### src/logic/diag_pkg.sv
// Purpose: shared constants for the diagnostic control registers
// Assumes: byte-wide registers on a plain address/strobe port
// Notes:   offsets are register addresses on that port
package diag_pkg;
	localparam int ADDR_W = 16;
	localparam int DATA_W = 8;
	localparam int CRC_W  = 16;
	localparam int IRQ_W  = 3;

	// ************************************************************
	// register offsets
	// ************************************************************
	localparam logic [ADDR_W-1:0] OTP_DIAG_CONTROL_ADDR        = 16'h0335;
	localparam logic [ADDR_W-1:0] COMM_DIAG_CONTROL_ADDR       = 16'h0336;
	localparam logic [ADDR_W-1:0] SUPPLY_SELFTEST_CONTROL_ADDR = 16'h0337;
	localparam logic [ADDR_W-1:0] EVENT_STATUS_ADDR            = 16'h03F0;
	localparam logic [ADDR_W-1:0] EVENT_CLEAR_ADDR             = 16'h03F1;
	localparam logic [ADDR_W-1:0] EVENT_ENABLE_ADDR            = 16'h03F2;
	localparam logic [ADDR_W-1:0] SUPPLY_FAULT_A_ADDR          = 16'h03F3;
	localparam logic [ADDR_W-1:0] SUPPLY_FAULT_B_ADDR          = 16'h03F4;

	// ************************************************************
	// field positions
	// ************************************************************
	localparam int MARGIN_GO_BIT          = 0;
	localparam int MARGIN_MODE_LSB        = 1;
	localparam int MARGIN_MODE_W          = 3;
	localparam int FACTORY_CRC_INVERT_BIT = 4;
	localparam int RESPONSE_CRC_INVERT_BIT = 0;
	localparam int LOOP_ENABLE_BIT        = 1;
	localparam int SELFTEST_START_BIT     = 0;
	localparam int KEEP_FAULTS_BIT        = 1;
	localparam int EV_SELFTEST_DONE_BIT   = 0;
	localparam int EV_FACTORY_CRC_BIT     = 1;
	localparam int EV_SUPPLY_FAULT_BIT    = 2;

	// ************************************************************
	// reset values
	// ************************************************************
	localparam logic [DATA_W-1:0] OTP_DIAG_RESET    = 8'h00;
	localparam logic [DATA_W-1:0] COMM_DIAG_RESET   = 8'h00;
	localparam logic [DATA_W-1:0] SUPPLY_DIAG_RESET = 8'h00;
	localparam logic [DATA_W-1:0] ZERO_BYTE         = 8'h00;
	localparam logic [IRQ_W-1:0]  IRQ_RESET         = 3'h0;
	localparam logic [CRC_W-1:0]  CRC_RESET         = 16'h0000;

	typedef enum logic [1:0] {
		ST_IDLE   = 2'b00,
		ST_RUN    = 2'b01,
		ST_FINISH = 2'b11
	} selftest_state_type;
endpackage : diag_pkg

### src/logic/selftest_seq.sv
// Purpose: power-supply self-test sequencer
// Assumes: i_done comes from the comparator side while running
// Notes:   keep option is sampled only at start
`timescale 1ns/100ps
`default_nettype none
module selftest_seq (
	input  wire logic i_ref_clk,
	input  wire logic i_rst,
	input  wire logic i_clk_en,
	input  wire logic i_start,
	input  wire logic i_keep_faults,
	input  wire logic i_done,
	output logic      o_running,
	output logic      o_finish,
	output logic      o_keep_faults
);
	import diag_pkg::*;

	selftest_state_type state;
	selftest_state_type next_state;
	logic               keep;
	logic               next_keep;

	always_comb begin
		next_state = state;
		next_keep  = keep;
		unique case (state)
			ST_IDLE: begin
				if (i_start) begin
					next_keep  = i_keep_faults;
					next_state = ST_RUN;
				end
			end
			ST_RUN: begin
				if (i_done) begin
					next_state = ST_FINISH;
				end
			end
			ST_FINISH: begin
				next_state = ST_IDLE;
			end
			default: begin
				next_state = ST_IDLE;
			end
		endcase
	end

	always_ff @(posedge i_ref_clk or posedge i_rst) begin
		if (i_rst) begin
			state <= ST_IDLE;
			keep  <= 1'b0;
		end else if (i_clk_en) begin
			state <= next_state;
			keep  <= next_keep;
		end
	end

	assign o_running     = (state == ST_RUN);
	assign o_finish      = (state == ST_FINISH);
	assign o_keep_faults = keep;
endmodule : selftest_seq
`default_nettype wire

### src/logic/diagnostic_control_regs.sv
// Purpose: diagnostic control registers of the battery monitor
// Assumes: single clock, inputs synchronous, one strobe per cycle
// Notes:   read data stand one cycle after the read strobe
//
// Chosen here: the plain strobed port.
`timescale 1ns/100ps
`default_nettype none
module diagnostic_control_regs (
	input  wire logic                          i_ref_clk,
	input  wire logic                          i_rst,
	input  wire logic                          i_clk_en,
	input  wire logic [diag_pkg::ADDR_W-1:0]   i_addr,
	input  wire logic [diag_pkg::DATA_W-1:0]   i_wdata,
	input  wire logic                          i_wr,
	input  wire logic                          i_rd,
	output logic      [diag_pkg::DATA_W-1:0]   o_rdata,
	input  wire logic [diag_pkg::CRC_W-1:0]    i_factory_crc_stored,
	input  wire logic [diag_pkg::CRC_W-1:0]    i_factory_crc_calc,
	output logic      [diag_pkg::CRC_W-1:0]    o_factory_crc,
	output logic                               o_factory_crc_fault,
	output logic      [diag_pkg::MARGIN_MODE_W-1:0] o_margin_mode,
	output logic                               o_margin_start,
	input  wire logic [diag_pkg::CRC_W-1:0]    i_resp_crc,
	output logic      [diag_pkg::CRC_W-1:0]    o_resp_crc,
	output logic                               o_serial_master_loop_enable,
	input  wire logic                          i_selftest_done,
	input  wire logic [diag_pkg::DATA_W-1:0]   i_supply_fault_a_set,
	input  wire logic [diag_pkg::DATA_W-1:0]   i_supply_fault_b_set,
	output logic                               o_selftest_running,
	output logic                               o_fault_out_n,
	output logic                               o_irq
);
	import diag_pkg::*;

	// ************************************************************
	// state
	// ************************************************************
	logic [DATA_W-1:0] otp_diag_control;
	logic [DATA_W-1:0] next_otp_diag_control;
	logic [DATA_W-1:0] comm_diag_control;
	logic [DATA_W-1:0] next_comm_diag_control;
	logic [DATA_W-1:0] supply_selftest_control;
	logic [DATA_W-1:0] next_supply_selftest_control;
	logic [DATA_W-1:0] supply_fault_status_a;
	logic [DATA_W-1:0] next_supply_fault_status_a;
	logic [DATA_W-1:0] supply_fault_status_b;
	logic [DATA_W-1:0] next_supply_fault_status_b;
	logic [IRQ_W-1:0]  event_status;
	logic [IRQ_W-1:0]  next_event_status;
	logic [IRQ_W-1:0]  event_enable;
	logic [IRQ_W-1:0]  next_event_enable;
	logic [DATA_W-1:0] rdata;
	logic [DATA_W-1:0] next_rdata;
	logic              margin_start;
	logic              next_margin_start;
	logic              selftest_start;
	logic              next_selftest_start;
	logic [CRC_W-1:0]  factory_crc;
	logic [CRC_W-1:0]  next_factory_crc;
	logic              factory_fault;
	logic              next_factory_fault;
	logic [CRC_W-1:0]  resp_crc;
	logic [CRC_W-1:0]  next_resp_crc;

	logic              st_finish;
	logic              st_keep;
	logic              st_running;
	logic [IRQ_W-1:0]  events;

	// ************************************************************
	// helpers
	// ************************************************************
	function automatic logic is_write(input logic [ADDR_W-1:0] a, input logic [ADDR_W-1:0] o);
		return i_wr && (a == o);
	endfunction : is_write

	function automatic logic [CRC_W-1:0] crc_flip(input logic [CRC_W-1:0] c, input logic inv);
		return inv ? ~c : c;
	endfunction : crc_flip

	// ************************************************************
	// self-test sequencer
	// ************************************************************
	selftest_seq u_selftest_seq (
		.i_ref_clk     (i_ref_clk),
		.i_rst         (i_rst),
		.i_clk_en      (i_clk_en),
		.i_start       (selftest_start),
		.i_keep_faults (supply_selftest_control[KEEP_FAULTS_BIT]),
		.i_done        (i_selftest_done),
		.o_running     (st_running),
		.o_finish      (st_finish),
		.o_keep_faults (st_keep)
	);

	// ************************************************************
	// control registers
	// ************************************************************
	always_comb begin
		next_otp_diag_control        = otp_diag_control;
		next_comm_diag_control       = comm_diag_control;
		next_supply_selftest_control = supply_selftest_control;
		next_event_enable            = event_enable;
		next_margin_start            = 1'b0;
		next_selftest_start          = 1'b0;
		if (is_write(i_addr, OTP_DIAG_CONTROL_ADDR)) begin
			// go bit is never stored, so it always reads zero
			next_otp_diag_control = {3'h0, i_wdata[4:1], 1'b0};
			next_margin_start     = i_wdata[MARGIN_GO_BIT];
		end
		if (is_write(i_addr, COMM_DIAG_CONTROL_ADDR)) begin
			next_comm_diag_control = {6'h00, i_wdata[1:0]};
		end
		if (is_write(i_addr, SUPPLY_SELFTEST_CONTROL_ADDR)) begin
			next_supply_selftest_control = {6'h00, i_wdata[KEEP_FAULTS_BIT], 1'b0};
			next_selftest_start          = i_wdata[SELFTEST_START_BIT];
		end
		if (is_write(i_addr, EVENT_ENABLE_ADDR)) begin
			next_event_enable = i_wdata[IRQ_W-1:0];
		end
	end

	always_ff @(posedge i_ref_clk or posedge i_rst) begin
		if (i_rst) begin
			otp_diag_control        <= OTP_DIAG_RESET;
			comm_diag_control       <= COMM_DIAG_RESET;
			supply_selftest_control <= SUPPLY_DIAG_RESET;
			event_enable            <= IRQ_RESET;
			margin_start            <= 1'b0;
			selftest_start          <= 1'b0;
		end else if (i_clk_en) begin
			otp_diag_control        <= next_otp_diag_control;
			comm_diag_control       <= next_comm_diag_control;
			supply_selftest_control <= next_supply_selftest_control;
			event_enable            <= next_event_enable;
			margin_start            <= next_margin_start;
			selftest_start          <= next_selftest_start;
		end
	end

	// ************************************************************
	// crc paths
	// ************************************************************
	always_comb begin
		next_factory_crc   = crc_flip(i_factory_crc_stored,
			otp_diag_control[FACTORY_CRC_INVERT_BIT]);
		// check runs on the flipped copy so the fault path is really exercised
		next_factory_fault = (next_factory_crc != i_factory_crc_calc);
		next_resp_crc      = crc_flip(i_resp_crc,
			comm_diag_control[RESPONSE_CRC_INVERT_BIT]);
	end

	always_ff @(posedge i_ref_clk or posedge i_rst) begin
		if (i_rst) begin
			factory_crc   <= CRC_RESET;
			factory_fault <= 1'b0;
			resp_crc      <= CRC_RESET;
		end else if (i_clk_en) begin
			factory_crc   <= next_factory_crc;
			factory_fault <= next_factory_fault;
			resp_crc      <= next_resp_crc;
		end
	end

	// ************************************************************
	// supply faults and events
	// ************************************************************
	assign events[EV_SELFTEST_DONE_BIT] = st_finish;
	assign events[EV_FACTORY_CRC_BIT]   = next_factory_fault && !factory_fault;
	assign events[EV_SUPPLY_FAULT_BIT]  = |{i_supply_fault_a_set, i_supply_fault_b_set};

	always_comb begin
		next_supply_fault_status_a = supply_fault_status_a;
		next_supply_fault_status_b = supply_fault_status_b;
		if (st_finish && !st_keep) begin
			next_supply_fault_status_a = ZERO_BYTE;
			next_supply_fault_status_b = ZERO_BYTE;
		end
		// a fault arriving with the clear still lands
		next_supply_fault_status_a = next_supply_fault_status_a | i_supply_fault_a_set;
		next_supply_fault_status_b = next_supply_fault_status_b | i_supply_fault_b_set;
		next_event_status = event_status;
		if (is_write(i_addr, EVENT_CLEAR_ADDR)) begin
			next_event_status = event_status & ~i_wdata[IRQ_W-1:0];
		end
		next_event_status = next_event_status | events;
	end

	always_ff @(posedge i_ref_clk or posedge i_rst) begin
		if (i_rst) begin
			supply_fault_status_a <= ZERO_BYTE;
			supply_fault_status_b <= ZERO_BYTE;
			event_status          <= IRQ_RESET;
		end else if (i_clk_en) begin
			supply_fault_status_a <= next_supply_fault_status_a;
			supply_fault_status_b <= next_supply_fault_status_b;
			event_status          <= next_event_status;
		end
	end

	// ************************************************************
	// read port
	// ************************************************************
	always_comb begin
		next_rdata = ZERO_BYTE;
		if (i_rd) begin
			unique case (i_addr)
				OTP_DIAG_CONTROL_ADDR:        next_rdata = otp_diag_control;
				COMM_DIAG_CONTROL_ADDR:       next_rdata = comm_diag_control;
				SUPPLY_SELFTEST_CONTROL_ADDR: next_rdata = supply_selftest_control;
				EVENT_STATUS_ADDR:            next_rdata = {5'h00, event_status};
				EVENT_ENABLE_ADDR:            next_rdata = {5'h00, event_enable};
				SUPPLY_FAULT_A_ADDR:          next_rdata = supply_fault_status_a;
				SUPPLY_FAULT_B_ADDR:          next_rdata = supply_fault_status_b;
				default:                      next_rdata = ZERO_BYTE;
			endcase
		end
	end

	always_ff @(posedge i_ref_clk or posedge i_rst) begin
		if (i_rst) begin
			rdata <= ZERO_BYTE;
		end else if (i_clk_en) begin
			rdata <= next_rdata;
		end
	end

	// ************************************************************
	// outputs
	// ************************************************************
	assign o_rdata                     = rdata;
	assign o_factory_crc               = factory_crc;
	assign o_factory_crc_fault         = factory_fault;
	assign o_margin_mode               = otp_diag_control[MARGIN_MODE_LSB +: MARGIN_MODE_W];
	assign o_margin_start              = margin_start;
	assign o_resp_crc                  = resp_crc;
	assign o_serial_master_loop_enable = comm_diag_control[LOOP_ENABLE_BIT];
	assign o_selftest_running          = st_running;
	// fault line stays low while any held supply fault remains
	assign o_fault_out_n               = ~(|{supply_fault_status_a, supply_fault_status_b});
	assign o_irq                       = |(event_status & event_enable);
endmodule : diagnostic_control_regs
`default_nettype wire

### config.mk
export PLATFORM = sky130hd
export DESIGN_NAME = diagnostic_control_regs
export DESIGN_NICKNAME = d
export VERILOG_FILES = /design/src/logic/diag_pkg.sv /design/src/logic/selftest_seq.sv /design/src/logic/diagnostic_control_regs.sv
export SDC_FILE = /design/constraint.sdc
export NUM_CORES = 1
export LEC_CHECK = 0
export ABC_AREA = 1
export BUFFER_PORTS_ARGS = -buffer_cell sky130_fd_sc_hd__buf_2
export CAP_MARGIN = 20
export CORE_ASPECT_RATIO = 1.4
export CORE_MARGIN = 4
export CORE_UTILIZATION = 53
export CTS_CLUSTER_DIAMETER = 40
export DETAILED_ROUTE_END_ITERATION = 16
export PLACE_DENSITY = 0.9
export SYNTH_ARGS = -nofsm -noshare
export SYNTH_HDL_FRONTEND = slang
export SYNTH_SLANG_ARGS = --single-unit
### constraint.sdc
create_clock -name i_ref_clk -period 5.2 [get_ports i_ref_clk]
set_input_delay 1.04 -clock i_ref_clk [delete_from_list [all_inputs] [get_ports i_ref_clk]]
set_output_delay 1.04 -clock i_ref_clk [all_outputs]
set_load 0.01 [all_outputs]
==> results of run 1 <==
-- per-stage QoR --
step	cells	worst slack, ns	util [%]	area [µm²]	total power, mW
CTS	772	2.72	67.6	5010	1.34
global placement	756	2.63	64.3	4760	0.794
floorplan	540	2.25	-	4050	0.718
detailed placement	756	2.54	64.3	4760	0.802
global route	774	2.64	68.1	5050	1.40
finish	774	2.73	68.1	5050	1.33
-- critical path, delay by kind of cell, from the launching register on --
kind | cells | cell delay (ns)
buffers and inverters | 2 | 0.28
flip-flops | 1 | 0.39
AND/OR/NAND/NOR | 2 | 0.42
-- power groups by stage --
stage | Clock [mW] | Combinational (mW) | Sequential, mW
final | 0.539 | 0.170 | 0.622
after global routing | 0.578 | 0.193 | 0.626
after CTS | 0.551 | 0.169 | 0.622
after detailed placement | 0 | 0.169 | 0.633
after global placement | 0 | 0.162 | 0.632
after floorplan | 0 | 0.0750 | 0.643
-- synth_stat cells --
cell                          n  area share [%]
sky130_fd_sc_hd__nand2_1    195              18
sky130_fd_sc_hd__dfrtp_1     75              46
sky130_fd_sc_hd__o21ai_0     55             6.8
sky130_fd_sc_hd__inv_1       50             4.6
sky130_fd_sc_hd__nor2_1      33             3.1
sky130_fd_sc_hd__nand3_1     24             3.0
sky130_fd_sc_hd__xnor2_1     19             4.1
sky130_fd_sc_hd__clkbuf_1    11             1.0
sky130_fd_sc_hd__nand3b_1     9             1.7
sky130_fd_sc_hd__o22ai_1      7             1.1
sky130_fd_sc_hd__or2_2        7             1.1
sky130_fd_sc_hd__inv_2        6            0.56
sky130_fd_sc_hd__nand4_1      6            0.93
sky130_fd_sc_hd__o21ai_1      6            0.74
sky130_fd_sc_hd__buf_4        5            0.93
sky130_fd_sc_hd__nor4_1       5            0.77
sky130_fd_sc_hd__buf_2        4            0.49
sky130_fd_sc_hd__nand2_2      4            0.62
sky130_fd_sc_hd__nor2_4       4             1.1
sky130_fd_sc_hd__xor2_1       3            0.65
sky130_fd_sc_hd__a21oi_1      2            0.25
sky130_fd_sc_hd__o211ai_1     2            0.37
sky130_fd_sc_hd__a21oi_4      1            0.40
sky130_fd_sc_hd__a22o_1       1            0.22
sky130_fd_sc_hd__buf_6        1            0.28
sky130_fd_sc_hd__clkinv_1     1           0.093
sky130_fd_sc_hd__mux2_2       1            0.28
sky130_fd_sc_hd__nor2_2       1            0.15
sky130_fd_sc_hd__nor3_1       1            0.12
sky130_fd_sc_hd__o2111ai_1    1            0.22
-- state kept, by name (all words and copies together) (netlist names), 2 cells and up --
signal                 cells
supply_fault_status_b      8
u_selftest_seq.state       2
otp_diag_control           4
comm_diag_control          2
event_enable               3
event_status               3
o_factory_crc             16
o_rdata                    8
o_resp_crc                16
supply_fault_status_a      8
-- kinds of logic after synthesis --
group                     after synthesis  synth area share, %
and+or+nand+nor                       289                 30.6
DFF                                    75                 46.3
muxes                                   1                0.278
AOI/OAI and AO/OA                      75                 10.1
buffers and inverters                  78                 8.00
xor gates and xnor gates               22                 4.76
-- final cells by class --
cell class	instances	area share, %
multi-input combinational	387	36.6
sequential	75	37.2
clock inverter	4	1.93
timing repair buffer	142	14.7
clock buffer	12	2.88
inverter	57	4.24
tap	97	2.40
-- metal layers --
metal / up-vias / part of all wire [%] / GRT usage (%)
li1: 1967 / - / -
met1: 1800 / 38 / 25.4
met2: 148 / 52 / 41.0
met3: 16 / 8.7 / 5.34
met4: 0 / 1.6 / 8.65
met5: - / 0 / 0
-- path summary, 6_finish.rpt --
kind | startpoint | end | slack (ns)
worst min-delay path | o_rdata[2]$_DFFE_PP0P_ | o_rdata[2]$_DFFE_PP0P_ | 0.48
max in group asynchronous | i_rst | o_factory_crc_fault$_DFFE_PP0P_ | 3.58
worst min register to register | o_rdata[2]$_DFFE_PP0P_ | o_rdata[2]$_DFFE_PP0P_ | 0.48
worst max register to register | otp_diag_control[4]$_DFFE_PP0P_ | event_status[1]$_DFFE_PP0P_ | 2.94
worst max-delay path | supply_fault_status_b[4]$_DFFE_PP0P_ | o_fault_out_n | 2.73
min in group asynchronous | i_rst | o_factory_crc[14]$_DFFE_PP0P_ | 0.70
==> metrics.txt, run 1 <==
# TYPE chip_impl_metric gauge
chip_impl_metric{name="switching_share",unit="%"} 23.9
chip_impl_metric{name="grt_max_degree",unit=""} 81
chip_impl_metric{name="core",unit="mm²"} 0.00741
chip_impl_metric{name="globalplace.congestion",unit=""} 0.940
chip_impl_metric{name="post-dp-hpwl",unit="µm"} 7660
chip_impl_info{name="mostFrequentLayoutCells",value="195 x sky130_fd_sc_hd__nand2_1, 139 x sky130_fd_sc_hd__buf_2, 75 x sky130_fd_sc_hd__dfrtp_1"} 1
chip_impl_metric{name="detailedRoute.firstIterationViolations",unit=""} 249
chip_impl_metric{name="synth.distinct_cells",unit=""} 30
chip_impl_metric{name="worst-slew-pin-transition",unit="ns"} 0.926
chip_impl_metric{name="floorplan_die_width",unit="µm"} 81.9
chip_impl_metric{name="layout-area-overhead-vs-synth",unit="%"} 24.6
chip_impl_metric{name="syn-mean-instance-area",unit="µm²"} 7.50
chip_impl_metric{name="post-cts-setup-buffers",unit=""} 0
chip_impl_metric{name="skew",unit="ns"} 0.0131
chip_impl_metric{name="slew_headroom",unit="%"} 38.2
chip_impl_metric{name="tritoncts_num_sinks",unit=""} 75
chip_impl_info{name="crit_end_category",value="output port"} 1
chip_impl_metric{name="tritoncts.num_buffers",unit=""} 9
chip_impl_metric{name="combinationalPowerShare",unit="%"} 12.8
chip_impl_metric{name="post-route-min-period",unit="ns"} 2.47
chip_impl_metric{name="setup_viol_count_final",unit=""} 0
chip_impl_metric{name="whs_path_depth",unit=""} 2
chip_impl_metric{name="io_pins",unit=""} 143
chip_impl_info{name="clockRootBuffer",value="sky130_fd_sc_hd__clkbuf_8"} 1
chip_impl_metric{name="fmax",unit="MHz"} 405
chip_impl_metric{name="clock_edge_transition_at_the_registers_on_the_reported_setup_and_hold_paths",unit="ns"} 0.07
chip_impl_metric{name="drt_first_pass_iters",unit=""} 5
chip_impl_info{name="layout_commonest_cell",value="sky130_fd_sc_hd__nand2_1"} 1
chip_impl_metric{name="power.share.sequential",unit="%"} 46.7
chip_impl_metric{name="switching_power",unit="mW"} 0.318
chip_impl_metric{name="synth_seq_area_share",unit="%"} 46.3
chip_impl_metric{name="power_report.internal_total",unit="mW"} 1.01
chip_impl_info{name="grt_setup_unrepaired",value="no"} 1
chip_impl_metric{name="num-nets-final",unit=""} 766
chip_impl_metric{name="cap_violations",unit=""} 0
chip_impl_metric{name="worstPathArrival",unit="ns"} 1.43
chip_impl_metric{name="clockPowerShare",unit="%"} 40.5
chip_impl_info{name="worstSetupPathType",value="reg2out"} 1
chip_impl_info{name="hold_path.class",value="reg2reg"} 1
chip_impl_metric{name="hold_viol_final",unit=""} 0
chip_impl_metric{name="rows",unit=""} 37
chip_impl_metric{name="worst_skew_pair_latency",unit="ns"} 0.34
chip_impl_metric{name="grt_pass1_vias",unit=""} 3879
chip_impl_metric{name="postSynthRegisterBits",unit=""} 75
chip_impl_metric{name="routedWlPerCell",unit="µm"} 13.0
chip_impl_metric{name="final_global_route_overflow_total",unit=""} 0
chip_impl_metric{name="die-height",unit="µm"} 111
chip_impl_metric{name="antenna_violating_nets_post_route",unit=""} 0
chip_impl_metric{name="cts_hold_buffers",unit=""} 0
chip_impl_metric{name="final.setup.tns",unit="ns"} 0
chip_impl_metric{name="fill_cells",unit=""} 629
chip_impl_metric{name="antenna_cells_inserted",unit=""} 0
chip_impl_metric{name="max-clock-path-buffers",unit=""} 2
chip_impl_metric{name="syn-num-nets",unit=""} 634
chip_impl_metric{name="antenna_violations_before_repair",unit=""} 0
chip_impl_info{name="run_status",value="finished, final reports clean"} 1
chip_impl_metric{name="grt_first_pass_wirelength",unit="µm"} 16600
chip_impl_metric{name="reg2regPathDepth",unit=""} 11
chip_impl_metric{name="seq_area",unit="mm²"} 0.00188
chip_impl_metric{name="route.vias.total",unit=""} 3931
chip_impl_metric{name="yosys_warnings",unit=""} 0
chip_impl_metric{name="finalWirelength",unit="µm"} 10100
chip_impl_metric{name="drc",unit=""} 0
chip_impl_info{name="start_kind",value="flip-flop"} 1
chip_impl_metric{name="synthesis.area",unit="mm²"} 0.00405
chip_impl_metric{name="timing.hold.ws",unit="ns"} 0.481
chip_impl_metric{name="post_route_cells_drive_above_1_share",unit="%"} 26.9
chip_impl_metric{name="via_per_inst",unit=""} 5.08
chip_impl_metric{name="initial_core_util",unit="%"} 54.7
chip_impl_metric{name="power.density_cell_area",unit="mW/mm²"} 264
chip_impl_metric{name="cp.required",unit="ns"} 4.16
chip_impl_metric{name="timing.critical_path.fanout_max",unit=""} 2
chip_impl_metric{name="synthesis.instances",unit=""} 540
chip_impl_metric{name="worst_path_largest_cell_delay",unit="ns"} 0.39
chip_impl_metric{name="portBuffers",unit=""} 139
chip_impl_metric{name="power.ir.vdd_worst",unit="mV"} 0.210
chip_impl_metric{name="post_cts.resized_instances",unit=""} 0
chip_impl_metric{name="power.static_leakage",unit="nW"} 2.73
chip_impl_metric{name="die_area",unit="mm²"} 0.00912
chip_impl_metric{name="timing.final.crit_share",unit="%"} 47.5
chip_impl_info{name="critPathSlowestCell",value="sky130_fd_sc_hd__dfrtp_1"} 1
chip_impl_info{name="path_cells",value="inv_1, nand4_1, nor4_1, buf_2"} 1
chip_impl_info{name="tritoncts",value="done"} 1
chip_impl_metric{name="track_usage",unit="%"} 22.8
chip_impl_metric{name="multi_input_logic_area",unit="mm²"} 0.00185
chip_impl_metric{name="ctsHtreeMaxLevel",unit=""} 3
chip_impl_metric{name="slew_viol_final",unit=""} 0
Power figures use the tool's default switching activity.
==> run 2, diff against run 1 <==
- ABC_AREA: 1 -> 0
- CORE_UTILIZATION: 53 -> 49
- PLACE_DENSITY: 0.9 -> 0.86
- clock period: 5.2 -> 2.3 ns (I/O delays scaled with it)
==> run 2 against run 1 <==
Against the previous run:
- critical path depth fell by 1
- final cell count fell by 24%
- global-route usage fell by 0.083 points
- total power rose by 130%
- die area rose by 0.10%
- wire length rose by 1.9%
- worst hold slack got worse by 0.27 ns
- register-to-register slack got worse by 2.4 ns
- worst setup slack got worse by 2.4 ns
- final area fell by 5.4%
- combinational power rose to 2.7 times the previous value
- largest cell class unchanged
- largest power group unchanged
==> metrics.txt, run 2 <==
# TYPE chip_impl_metric gauge
chip_impl_metric{name="post_route_cells_drive_above_1_share",unit="%"} 36.2
chip_impl_metric{name="drc",unit=""} 0
chip_impl_metric{name="io_pins",unit=""} 143
chip_impl_info{name="run_status",value="finished, final reports clean"} 1
chip_impl_metric{name="setup_viol_count_final",unit=""} 0
chip_impl_info{name="r2r-start",value="otp_diag_control[4]$_DFFE_PP0P_"} 1
chip_impl_metric{name="power.share.sequential",unit="%"} 48.3
chip_impl_metric{name="async_reset_ff_share",unit="%"} 100
chip_impl_metric{name="grt_first_pass_wirelength",unit="µm"} 15700
chip_impl_info{name="layout_commonest_cell",value="sky130_fd_sc_hd__buf_2"} 1
chip_impl_info{name="crit_end_category",value="output port"} 1
chip_impl_metric{name="antenna_violations_before_repair",unit=""} 0
chip_impl_metric{name="fraction_of_the_mapped_netlist_area_in_compound_gates",unit="%"} 16.1
chip_impl_metric{name="post-cts-setup-buffers",unit=""} 0
chip_impl_metric{name="fill_cells",unit=""} 609
chip_impl_metric{name="via_per_inst",unit=""} 5.57
chip_impl_metric{name="worstPathArrival",unit="ns"} 1.49
chip_impl_metric{name="syn-mean-instance-area",unit="µm²"} 10.6
chip_impl_metric{name="ctsHtreeMaxLevel",unit=""} 3
chip_impl_metric{name="antenna_cells_inserted",unit=""} 0
chip_impl_info{name="tritoncts",value="done"} 1
chip_impl_metric{name="power.density_cell_area",unit="mW/mm²"} 630
chip_impl_metric{name="syn-num-nets",unit=""} 446
chip_impl_metric{name="antenna_violating_nets_post_route",unit=""} 0
chip_impl_metric{name="hold_viol_final",unit=""} 0
chip_impl_metric{name="slew_headroom",unit="%"} 61.9
chip_impl_metric{name="final_global_route_overflow_total",unit=""} 0
chip_impl_metric{name="routedWlPerCell",unit="µm"} 17.3
chip_impl_metric{name="initial_core_util",unit="%"} 50.6
chip_impl_metric{name="synthesis.instances",unit=""} 352
chip_impl_metric{name="timing.critical_path.fanout_max",unit=""} 3
chip_impl_info{name="critical_path.endpoint",value="o_fault_out_n"} 1
chip_impl_metric{name="layout-area-overhead-vs-synth",unit="%"} 27.4
chip_impl_metric{name="slew_viol_final",unit=""} 0
chip_impl_metric{name="synth.distinct_cells",unit=""} 49
chip_impl_metric{name="cap_violations",unit=""} 0
chip_impl_info{name="synth_top_cells_by_count",value="75 x sky130_fd_sc_hd__dfrtp_1, 44 x sky130_fd_sc_hd__xnor2_1, 39 x sky130_fd_sc_hd__a21oi_1, 39 x sky130_fd_sc_hd__nor2_1, 18 x sky130_fd_sc_hd__a22o_1"} 1
chip_impl_info{name="yosys-top-cells-area",value="sky130_fd_sc_hd__dfrtp_1 50%, sky130_fd_sc_hd__xnor2_1 10%, sky130_fd_sc_hd__a21oi_1 5.2%"} 1
chip_impl_metric{name="clock_edge_transition_at_the_registers_on_the_reported_setup_and_hold_paths",unit="ns"} 0.08
chip_impl_metric{name="timing.hold.ws",unit="ns"} 0.211
chip_impl_metric{name="die-height",unit="µm"} 111
chip_impl_info{name="critPathLaunch",value="supply_fault_status_a[3]$_DFFE_PP0P_"} 1
chip_impl_metric{name="cp.required",unit="ns"} 1.84
chip_impl_metric{name="power.static_leakage",unit="nW"} 2.16
chip_impl_metric{name="core",unit="mm²"} 0.00741
chip_impl_metric{name="max-clock-path-buffers",unit=""} 2
chip_impl_metric{name="grt_pass1_vias",unit=""} 3213
chip_impl_metric{name="synthesis.area",unit="mm²"} 0.00375
chip_impl_info{name="worstSetupPathType",value="reg2out"} 1
chip_impl_metric{name="floorplan_die_width",unit="µm"} 81.9
chip_impl_metric{name="post-dp-hpwl",unit="µm"} 7920
chip_impl_metric{name="detailedRoute.firstIterationViolations",unit=""} 138
chip_impl_metric{name="worst-slew-pin-transition",unit="ns"} 0.571
chip_impl_metric{name="globalplace.congestion",unit=""} 0.873
chip_impl_metric{name="clockPowerShare",unit="%"} 36.6
chip_impl_metric{name="num-nets-final",unit=""} 584
chip_impl_metric{name="tritoncts.num_buffers",unit=""} 9
chip_impl_metric{name="post-route-min-period",unit="ns"} 1.95
chip_impl_metric{name="synth_seq_area_share",unit="%"} 50.1
chip_impl_info{name="rr_endpoint",value="o_factory_crc_fault$_DFFE_PP0P_"} 1
chip_impl_metric{name="r2r_setup_slack",unit="ns"} 0.59
chip_impl_metric{name="route.vias.total",unit=""} 3295
chip_impl_metric{name="switching_share",unit="%"} 26.4
chip_impl_metric{name="postSynthRegisterBits",unit=""} 75
chip_impl_metric{name="yosys_warnings",unit=""} 0
chip_impl_metric{name="reg2regPathDepth",unit=""} 3
chip_impl_info{name="grt_setup_unrepaired",value="no"} 1
chip_impl_metric{name="tritoncts_num_sinks",unit=""} 75
chip_impl_metric{name="netlist.area_leader.share",unit="%"} 50.1
chip_impl_info{name="synth_top_family_by_area",value="compound AO/OA/AOI/OAI gates"} 1
chip_impl_metric{name="final.setup.tns",unit="ns"} 0
chip_impl_metric{name="post_cts.resized_instances",unit=""} 0
chip_impl_info{name="mostFrequentLayoutCells",value="139 x sky130_fd_sc_hd__buf_2, 75 x sky130_fd_sc_hd__dfrtp_1, 44 x sky130_fd_sc_hd__xnor2_1"} 1
chip_impl_metric{name="drt_first_pass_iters",unit=""} 4
chip_impl_metric{name="rows",unit=""} 37
chip_impl_metric{name="post-route-util",unit="%"} 64.5
chip_impl_metric{name="power_report.internal_total",unit="mW"} 2.22
chip_impl_metric{name="synth.area.mux_share",unit="%"} 4.77
chip_impl_metric{name="die_area",unit="mm²"} 0.00913
chip_impl_metric{name="cts_hold_buffers",unit=""} 0
chip_impl_metric{name="grt_max_degree",unit=""} 76
chip_impl_metric{name="switching_power",unit="mW"} 0.795
chip_impl_info{name="synth_flop_cell",value="sky130_fd_sc_hd__dfrtp_1"} 1
chip_impl_metric{name="track_usage",unit="%"} 22.8
chip_impl_metric{name="combinationalPowerShare",unit="%"} 15.1
chip_impl_metric{name="timing.final.crit_share",unit="%"} 84.7
chip_impl_metric{name="synthXorXnorAreaFrac",unit="%"} 11.6
chip_impl_info{name="start_kind",value="flip-flop"} 1
chip_impl_metric{name="power.ir.vdd_worst",unit="mV"} 0.483
chip_impl_metric{name="finalPower",unit="mW"} 3.01
chip_impl_metric{name="finalWirelength",unit="µm"} 10200
chip_impl_metric{name="fmax",unit="MHz"} 513
chip_impl_metric{name="skew",unit="ns"} 0.00563
chip_impl_metric{name="worst_skew_pair_latency",unit="ns"} 0.35
chip_impl_info{name="hold_path.class",value="in2async"} 1
chip_impl_metric{name="arithmetic_cell_share_of_the_synthesized_area_counting_full_adders_half_adders_and_majority_gates",unit="%"} 0
chip_impl_info{name="clockRootBuffer",value="sky130_fd_sc_hd__clkbuf_8"} 1
chip_impl_metric{name="synth-edff-count",unit=""} 0
chip_impl_info{name="synth_largest_area_cell",value="sky130_fd_sc_hd__dfrtp_1"} 1
chip_impl_info{name="yosysMostFrequentCell",value="sky130_fd_sc_hd__dfrtp_1"} 1
chip_impl_metric{name="synth_simple_gate_area_share",unit="%"} 14.2
chip_impl_metric{name="portBuffers",unit=""} 139
==> run 2: cell count changes after synthesis, moves of 8 or more <==
cell and change:
sky130_fd_sc_hd__o21ai_0 -54, sky130_fd_sc_hd__mux2_1 +12, sky130_fd_sc_hd__a22oi_1 +10, sky130_fd_sc_hd__a21oi_1 +37
sky130_fd_sc_hd__nand3_1 -17, sky130_fd_sc_hd__nand3b_1 -8, sky130_fd_sc_hd__a22o_1 +17, sky130_fd_sc_hd__inv_1 -45
sky130_fd_sc_hd__xnor2_1 +25, sky130_fd_sc_hd__nand2_1 -189
==> run 2: worst min-delay path by stage <==
stage	end	cells after the start	start	slack (ns)
2_1_floorplan	u_selftest_seq.o_keep_faults$_DFFE_PP0P_	1	u_selftest_seq.o_keep_faults$_DFFE_PP0P_	0.45
5_1_grt	o_factory_crc[7]$_DFFE_PP0P_	3	i_rst	0.23
4_1_cts	o_factory_crc[11]$_DFFE_PP0P_	3	i_rst	0.20
3_3_place_gp	u_selftest_seq.o_keep_faults$_DFFE_PP0P_	1	u_selftest_seq.o_keep_faults$_DFFE_PP0P_	0.47
3_5_place_dp	o_rdata[0]$_DFFE_PP0P_	1	o_rdata[0]$_DFFE_PP0P_	0.47
6_report	supply_fault_status_a[4]$_DFFE_PP0P_	3	i_rst	0.21
==> run 2: critical path, cell delays in order, from the launching register on <==
cell	delay, ns
sky130_fd_sc_hd__dfrtp_1	0.41
sky130_fd_sc_hd__nor4_1	0.35
sky130_fd_sc_hd__and4_1	0.24
sky130_fd_sc_hd__buf_2	0.13
==> run 2: stage by stage <==
stage	area [µm²]	setup slack (ns)	instances
after floorplan	3750	0.515	352
after global placement	4560	0.172	576
after detailed placement	4560	0.140	576
after CTS	4780	0.320	592
after global routing	4780	0.289	592
final	4780	0.352	592
==> run 2: power groups by stage <==
stage / combinational (mW) / clock [mW] / sequential (mW)
finish: 0.455 / 1.10 / 1.45
CTS: 0.459 / 1.14 / 1.45
detailed placement: 0.456 / 0 / 1.48
floorplan: 0.218 / 0 / 1.49
global placement: 0.443 / 0 / 1.47
global route: 0.501 / 1.19 / 1.46
==> run 2: metal layers <==
layer  up-vias  share of wire [%]  track usage [%]
met3        20                7.9             3.96
met2       170                 52             39.2
met4         0                2.3             10.9
met1      1558                 37             26.7
li1       1547                  -                -
met5         -                  0                0
==> run 2: layout make-up <==
class	instances	area, µm²	share of cell area [%]
Inverter	6	26.3	0.550
Multi-Input combinational cell	248	1750	36.6
Sequential cell	75	1880	39.3
Tap cell	97	121	2.54
Clock buffer	9	124	2.59
Clock inverter	7	91.3	1.91
Timing Repair Buffer	150	791	16.6
==> run 2: logic make-up (layout without fill, tap and decap cells) <==
| family | Yosys count | count (layout) |
|---|---|---|
| AOI/OAI and AO/OA | 87 | 87 |
| buffers and inverters | 29 | 172 |
| DFF | 75 | 75 |
| xor gates and xnor gates | 48 | 48 |
| muxes | 16 | 16 |
| and+or+nand+nor | 97 | 97 |
